**src/eeprog_map.svh**
```systemverilog
// Purpose: constants of the programming port
// Assumes: one 250 MHz clock, synchronous inputs
// Notes:   register file depth and reset values are local choices
`ifndef EEPROG_MAP_SVH
`define EEPROG_MAP_SVH
`define EEPROG_DATA_W      8
`define EEPROG_ADDR_W      8
`define EEPROG_DEPTH       256
`define EEPROG_RST_DATA    8'h00
`define EEPROG_RST_ADDR    8'h00
`define EEPROG_MS0_LEVEL   1'b0
`define EEPROG_MS1_LEVEL   1'b1
`define EEPROG_MS2_LEVEL   1'b0
`endif

```
**src/eeprog_pkg.sv**
```systemverilog
// Purpose: types of the programming port
// Assumes: eeprog_map.svh supplies widths
// Notes:   none
`include "eeprog_map.svh"
package eeprog_pkg;
    typedef logic [`EEPROG_DATA_W-1:0] eeprog_byte_t;
    typedef logic [`EEPROG_ADDR_W-1:0] eeprog_addr_t;
    typedef enum logic [1:0] {EEPROG_IDLE, EEPROG_READ, EEPROG_WRITE} eeprog_acc_t;
endpackage : eeprog_pkg

```
**src/eeprog_port.sv**
```systemverilog
// Purpose: parallel programming-mode register port
// Assumes: all pins synchronous to sys_clk; clock runs throughout
// Notes:   read data is a registered copy of the addressed register
`timescale 1ns/1ps
`include "eeprog_map.svh"
module eeprog_port (
    input  wire logic                     sys_clk,
    input  wire logic                     srst,
    input  wire logic                     prog_if_reset,
    input  wire logic                     mode_select_0,
    input  wire logic                     mode_select_1,
    input  wire logic                     mode_select_2,
    input  wire logic                     prog_addr_latch,
    input  wire logic                     prog_select_n,
    input  wire logic                     prog_read_strobe_n,
    input  wire logic                     prog_write_strobe_n,
    input  wire eeprog_pkg::eeprog_byte_t prog_addr_data_bus_in,
    output eeprog_pkg::eeprog_byte_t      prog_addr_data_bus_out,
    output logic                          prog_addr_data_bus_oe,
    output logic                          prog_mode
);
    import eeprog_pkg::*;

    // ------------------------------------------------------------
    // mode and reset
    // ------------------------------------------------------------
    logic         clr;
    logic         ale_r;
    eeprog_addr_t addr_r;
    eeprog_acc_t  acc_r;
    eeprog_acc_t  acc_nxt;
    logic         wr_en;
    eeprog_byte_t rd_data;

    // ------------------------------------------------------------
    // decode helpers
    // ------------------------------------------------------------
    // a strobe counts only with select low; shared so logic and checks agree
    function automatic logic strobe_on(
        input logic sel_n,
        input logic strobe_n
    );
        return !sel_n && !strobe_n;
    endfunction : strobe_on

    // each mode pin is held against its own required level
    function automatic logic mode_ok(
        input logic ms0,
        input logic ms1,
        input logic ms2
    );
        return (ms0 == `EEPROG_MS0_LEVEL)
            && (ms1 == `EEPROG_MS1_LEVEL)
            && (ms2 == `EEPROG_MS2_LEVEL);
    endfunction : mode_ok

    // mode pins are static straps in practice; decode is combinational
    assign prog_mode = mode_ok(mode_select_0, mode_select_1, mode_select_2);
    assign clr = srst || prog_if_reset;

    // ------------------------------------------------------------
    // address latch
    // ------------------------------------------------------------
    always_ff @(posedge sys_clk) begin
        if (clr) begin
            ale_r <= 1'b0;
        end else begin
            ale_r <= prog_addr_latch;
        end
    end

    // trailing edge: bus still holds the address in the sample before
    always_ff @(posedge sys_clk) begin
        if (clr) begin
            addr_r <= `EEPROG_RST_ADDR;
        end else if (prog_mode && prog_addr_latch) begin
            addr_r <= prog_addr_data_bus_in; // last value before fall is kept
        end
    end

    // ------------------------------------------------------------
    // access decode
    // ------------------------------------------------------------
    always_comb begin
        acc_nxt = EEPROG_IDLE;
        if (prog_mode && !prog_addr_latch) begin
            if (strobe_on(prog_select_n, prog_read_strobe_n)) begin
                acc_nxt = EEPROG_READ;
            end else if (strobe_on(prog_select_n, prog_write_strobe_n)) begin
                acc_nxt = EEPROG_WRITE;
            end
        end
    end

    always_ff @(posedge sys_clk) begin
        if (clr) begin
            acc_r <= EEPROG_IDLE;
        end else begin
            acc_r <= acc_nxt;
        end
    end

    // ------------------------------------------------------------
    // write path
    // ------------------------------------------------------------

    // one store per write strobe, on its first low cycle
    assign wr_en = (acc_nxt == EEPROG_WRITE) && (acc_r != EEPROG_WRITE);

    eeprog_regmem u_mem (
        .sys_clk (sys_clk),
        .clr     (clr),
        .wr_en   (wr_en),
        .addr    (addr_r),
        .wr_data (prog_addr_data_bus_in),
        .rd_data (rd_data)
    );

    // ------------------------------------------------------------
    // bus drive
    // ------------------------------------------------------------
    always_ff @(posedge sys_clk) begin
        if (clr) begin
            prog_addr_data_bus_out <= `EEPROG_RST_DATA;
        end else begin
            prog_addr_data_bus_out <= rd_data;
        end
    end

    // enable follows the strobes directly so the bus frees at once
    assign prog_addr_data_bus_oe = !clr && (acc_nxt == EEPROG_READ);
endmodule : eeprog_port

```
**src/eeprog_regmem.sv**
```systemverilog
// Purpose: register array of the programming port, registered read
// Assumes: single clock, synchronous clear
// Notes:   clear walks nothing; array is cleared in one cycle
`timescale 1ns/1ps
`include "eeprog_map.svh"
module eeprog_regmem (
    input  wire logic                   sys_clk,
    input  wire logic                   clr,
    input  wire logic                   wr_en,
    input  wire eeprog_pkg::eeprog_addr_t addr,
    input  wire eeprog_pkg::eeprog_byte_t wr_data,
    output eeprog_pkg::eeprog_byte_t      rd_data
);
    import eeprog_pkg::*;
    eeprog_byte_t mem_r [`EEPROG_DEPTH];

    always_ff @(posedge sys_clk) begin
        if (clr) begin
            for (int i = 0; i < `EEPROG_DEPTH; i++) begin
                mem_r[i] <= `EEPROG_RST_DATA;
            end
        end else if (wr_en) begin
            mem_r[addr] <= wr_data;
        end
    end

    always_ff @(posedge sys_clk) begin
        if (clr) begin
            rd_data <= `EEPROG_RST_DATA;
        end else if (wr_en) begin
            rd_data <= wr_data;
        end else begin
            rd_data <= mem_r[addr];
        end
    end
endmodule : eeprog_regmem
```
**config.mk**
```make
export PLATFORM = sky130hd
export DESIGN_NAME = eeprog_port
export DESIGN_NICKNAME = d
export VERILOG_FILES = /design/src/eeprog_pkg.sv /design/src/eeprog_port.sv /design/src/eeprog_regmem.sv
export VERILOG_INCLUDE_DIRS = /design/src /design/src/src
export SDC_FILE = /design/constraint.sdc
export NUM_CORES = 2
export LEC_CHECK = 0
export BUFFER_PORTS_ARGS = -buffer_cell sky130_fd_sc_hd__buf_2
export CORE_ASPECT_RATIO = 1.1
export CORE_MARGIN = 4
export CORE_UTILIZATION = 35
export CTS_BUF_LIST = sky130_fd_sc_hd__clkbuf_4
export DETAILED_ROUTE_END_ITERATION = 8
export PLACE_DENSITY = 0.46
export RECOVER_POWER = 100
export SETUP_SLACK_MARGIN = 0.15
export SLEW_MARGIN = 20
export SYNTH_ARGS = -nofsm -noshare
export SYNTH_HDL_FRONTEND = slang
export SYNTH_SLANG_ARGS = --single-unit
```
**constraint.sdc**
```tcl
create_clock -name sys_clk -period 6.7 [get_ports sys_clk]
set_input_delay 0.335 -clock sys_clk [delete_from_list [all_inputs] [get_ports sys_clk]]
set_output_delay 0.335 -clock sys_clk [all_outputs]
set_load 0.03 [all_outputs]
```
==> impl_metrics.env <==
export IMPL_critical_path_buf_inv_count=1
export IMPL_mostFrequentLayoutCells="edfxtp_1 (2048), and2_0 (1071), clkbuf_4 (849), and2_1 (607), mux4_2 (495)"
export IMPL_critical_path_top_delay_family="simple AND/OR/NAND/NOR gates"
export IMPL_nNetsFinal=6713
export IMPL_slowest_stage="dfxtp_1"
export IMPL_core_um2=273000
export IMPL_tightest_slew_ps=4060
export IMPL_syn_area_um2=96300
export IMPL_status="complete, but fails checks"
export IMPL_async_flop_share=0
export IMPL_hold_viol=0
export IMPL_failed_checks="max-capacitance violations, max-slew violations"
export IMPL_finalSetupViolCount=0
export IMPL_syn_inst=6398
export IMPL_finalPower_mw=27.8
export IMPL_p_leak_nw=39.2
export IMPL_ant_nets=0
export IMPL_cp_cell_sequence="nor2b_1 > nand3_1 > clkbuf_1 > o21ai_1"
export IMPL_crit_arrival_ps=6630
export IMPL_cts_buffers=585
export IMPL_min_path_type="in -> reg"
export IMPL_critPathKind="reg -> reg"
export IMPL_yosys_warnings=0
export IMPL_cpPeakStageDelay_ps=1410
export IMPL_start_util=0.353
export IMPL_area_growth_syn_to_layout_pct=11.8
export IMPL_cts_resized_gates=0
export IMPL_ir_worst_vdd_mv=0.103
export IMPL_grt_pass1_vias=59400
export IMPL_globalplace_congestion=0.854
export IMPL_maxSlewViolCount=477
export IMPL_htreeDepth=6
export IMPL_fin_crit_ps=5780
export IMPL_die_w_um=508
export IMPL_cts_tree="built"
export IMPL_vias=57100
export IMPL_ys_seq_elements=2074
export IMPL_synth_edf_count=2048
export IMPL_io_buffers=27
export IMPL_drv_cap=20
export IMPL_via_per_inst=5.30
export IMPL_fmax_mhz=173
export IMPL_met3_length_um=19400
export IMPL_slew_headroom=-1.71
export IMPL_wirelength_met1_um=130000
export IMPL_synth_flop_cell="edfxtp_1"
export IMPL_first_iter_violations=5039
export IMPL_totalWireLength_um=311000
export IMPL_yosys_cell_types_count=64
export IMPL_hold_worst_slack_ps=206
export IMPL_power_density_nw_per_um2=259
export IMPL_ios=28
export IMPL_pre_cts_slack_ps=2030
export IMPL_grt_pass1_wl_um=443000
export IMPL_dp_hpwl_um=192000
export IMPL_top_layer="met5"
export IMPL_grt_overflow_total=0
export IMPL_syn_nets=6416
export IMPL_grt_setup_unrepaired="no"
export IMPL_drc_errors=0
export IMPL_clk_latency_ps=1330
export IMPL_grtUsageTotal=0.216
export IMPL_grt_max_degree=171
export IMPL_antenna_found_initial=22
export IMPL_fin_crit_sh=0.863
export IMPL_die_area_um2=284000
export IMPL_cts_sinks=2074
export IMPL_cts_root_buf="clkbuf_4"
export IMPL_drive_gt1_frac=0.222
export IMPL_critPathCaptureType="register"
export IMPL_tns_ps=0
export IMPL_final_common_cell="edfxtp_1"
export IMPL_cp_max_fo=28
export IMPL_route_met2_wl_um=151000
export IMPL_drtPass1Iterations=6
export IMPL_post_drt_wl_per_cell_um=28.9
export IMPL_skew_ps=146
export IMPL_cts_buffer_depth=4
export IMPL_core_rowCount=201
export IMPL_syn_area_per_cell_um2=15.0
export IMPL_cp_start_kind="register"
export IMPL_worst_slack_ps=917
export IMPL_clk_pin_slew_worst_paths_ps=90
export IMPL_crit_required_ps=7550
export IMPL_fp_dieH_um=558
export IMPL_yosysSeqAreaShare=0.644
-- stage by stage --
| stage | std cells | instance area [µm²] | util |
|---|---|---|---|
| 4_1_cts | 10800 | 108000 | 0.396 |
| 3_5_place_dp | 9736 | 101000 | 0.369 |
| 3_3_place_gp | 9735 | 101000 | 0.368 |
| 5_1_grt | 10800 | 108000 | 0.394 |
| 6_report | 10800 | 108000 | 0.394 |
| 2_1_floorplan | 6398 | 96300 | - |
-- tightest hold or removal path, delay by kind of cell --
family                 cells  cell delay [ps]
buffers and inverters      2              660
and+or+nand+nor            2              490
-- state kept, by name (all words and copies together) (netlist names) --
name / cells
acc_r: 2
addr_r: 8
prog_addr_data_bus_out: 8
u_mem.mem_r: 2048
u_mem.rd_data: 8
-- layer usage --
metal	up-vias	global-route usage
met5	-	0
met4	2	0.0714
met3	528	0.0426
met2	1999	0.354
met1	29600	0.289
li1	25000	-
-- timing repair --
item                      in CTS  in global routing
hold buffers                  26                  0
buffers inserted               0                  0
hold endpoints to repair    1081                  0
-- final timing paths --
| check | from | to | slack [ps] | cells past startpoint |
|---|---|---|---|---|
| worst max-delay path | addr_r[2] | u_mem.mem_r[244][4] | 920 | 4 |
| worst min-delay path | srst | addr_r[0] | 210 | 4 |
| worst max register to register | addr_r[2] | u_mem.mem_r[244][4] | 920 | 4 |
| worst min register to register | u_mem.rd_data[3] | prog_addr_data_bus_out[3] | 600 | 1 |
-- cells in the mapped netlist, drive strengths merged (4+ instances only) --
| cell | number | area [µm²] |
|---|---|---|
| nand3 | 28 | 140 |
| o22ai | 23 | 144 |
| dfxtp | 26 | 521 |
| a21oi | 30 | 150 |
| clkbuf | 452 | 1700 |
| a22oi | 40 | 300 |
| a221oi | 13 | 114 |
| nand2b | 12 | 75.1 |
| buf | 154 | 1140 |
| edfxtp | 2048 | 61500 |
| a211oi | 9 | 67.6 |
| inv | 4 | 15.0 |
| nor3 | 14 | 70.1 |
| mux2i | 144 | 1440 |
| nand4 | 6 | 37.5 |
| o32ai | 6 | 52.6 |
| and2 | 1679 | 10500 |
| a31oi | 9 | 56.3 |
| nor2b | 13 | 81.3 |
| nand2 | 107 | 402 |
| and3 | 388 | 2430 |
| o21ai | 292 | 1460 |
| a2111oi | 6 | 65.1 |
| o211ai | 7 | 52.6 |
| a32oi | 13 | 114 |
| nor2 | 276 | 1040 |
| a32o | 4 | 40.0 |
| o221ai | 5 | 43.8 |
| mux2 | 19 | 214 |
| a311oi | 7 | 61.3 |
| mux4 | 524 | 11900 |
-- final cells by class --
class                      count  area [µm²]
fill                       25800      166000
sequential                  2074       62000
multi-input combinational   3714       31500
clock buffer                 849        6370
tap                         3654        4570
timing repair buffer         316        2100
clock inverter               141         923
antenna                       17        42.5
inverter                       4        20.0
-- logic make-up (layout without fill, tap and decap cells) --
| logic type | after synthesis | in the layout | share of synthesized area |
|---|---|---|---|
| compound gates | 489 | 489 | 0.0307 |
| buf+inv | 610 | 1310 | 0.0297 |
| flops | 2074 | 2074 | 0.644 |
| mux | 687 | 687 | 0.141 |
| other cells | 0 | 17 | 0 |
| simple gates | 2538 | 2538 | 0.155 |
-- report_power, final --
part	internal, mW	switching, mW	total (mW)	leakage (nW)
sequential	14.7	0.186	14.9	23.0
combinational	0.322	0.855	1.18	11.9
clock	6.19	5.56	11.7	4.32
Power figures use the tool's default switching activity.
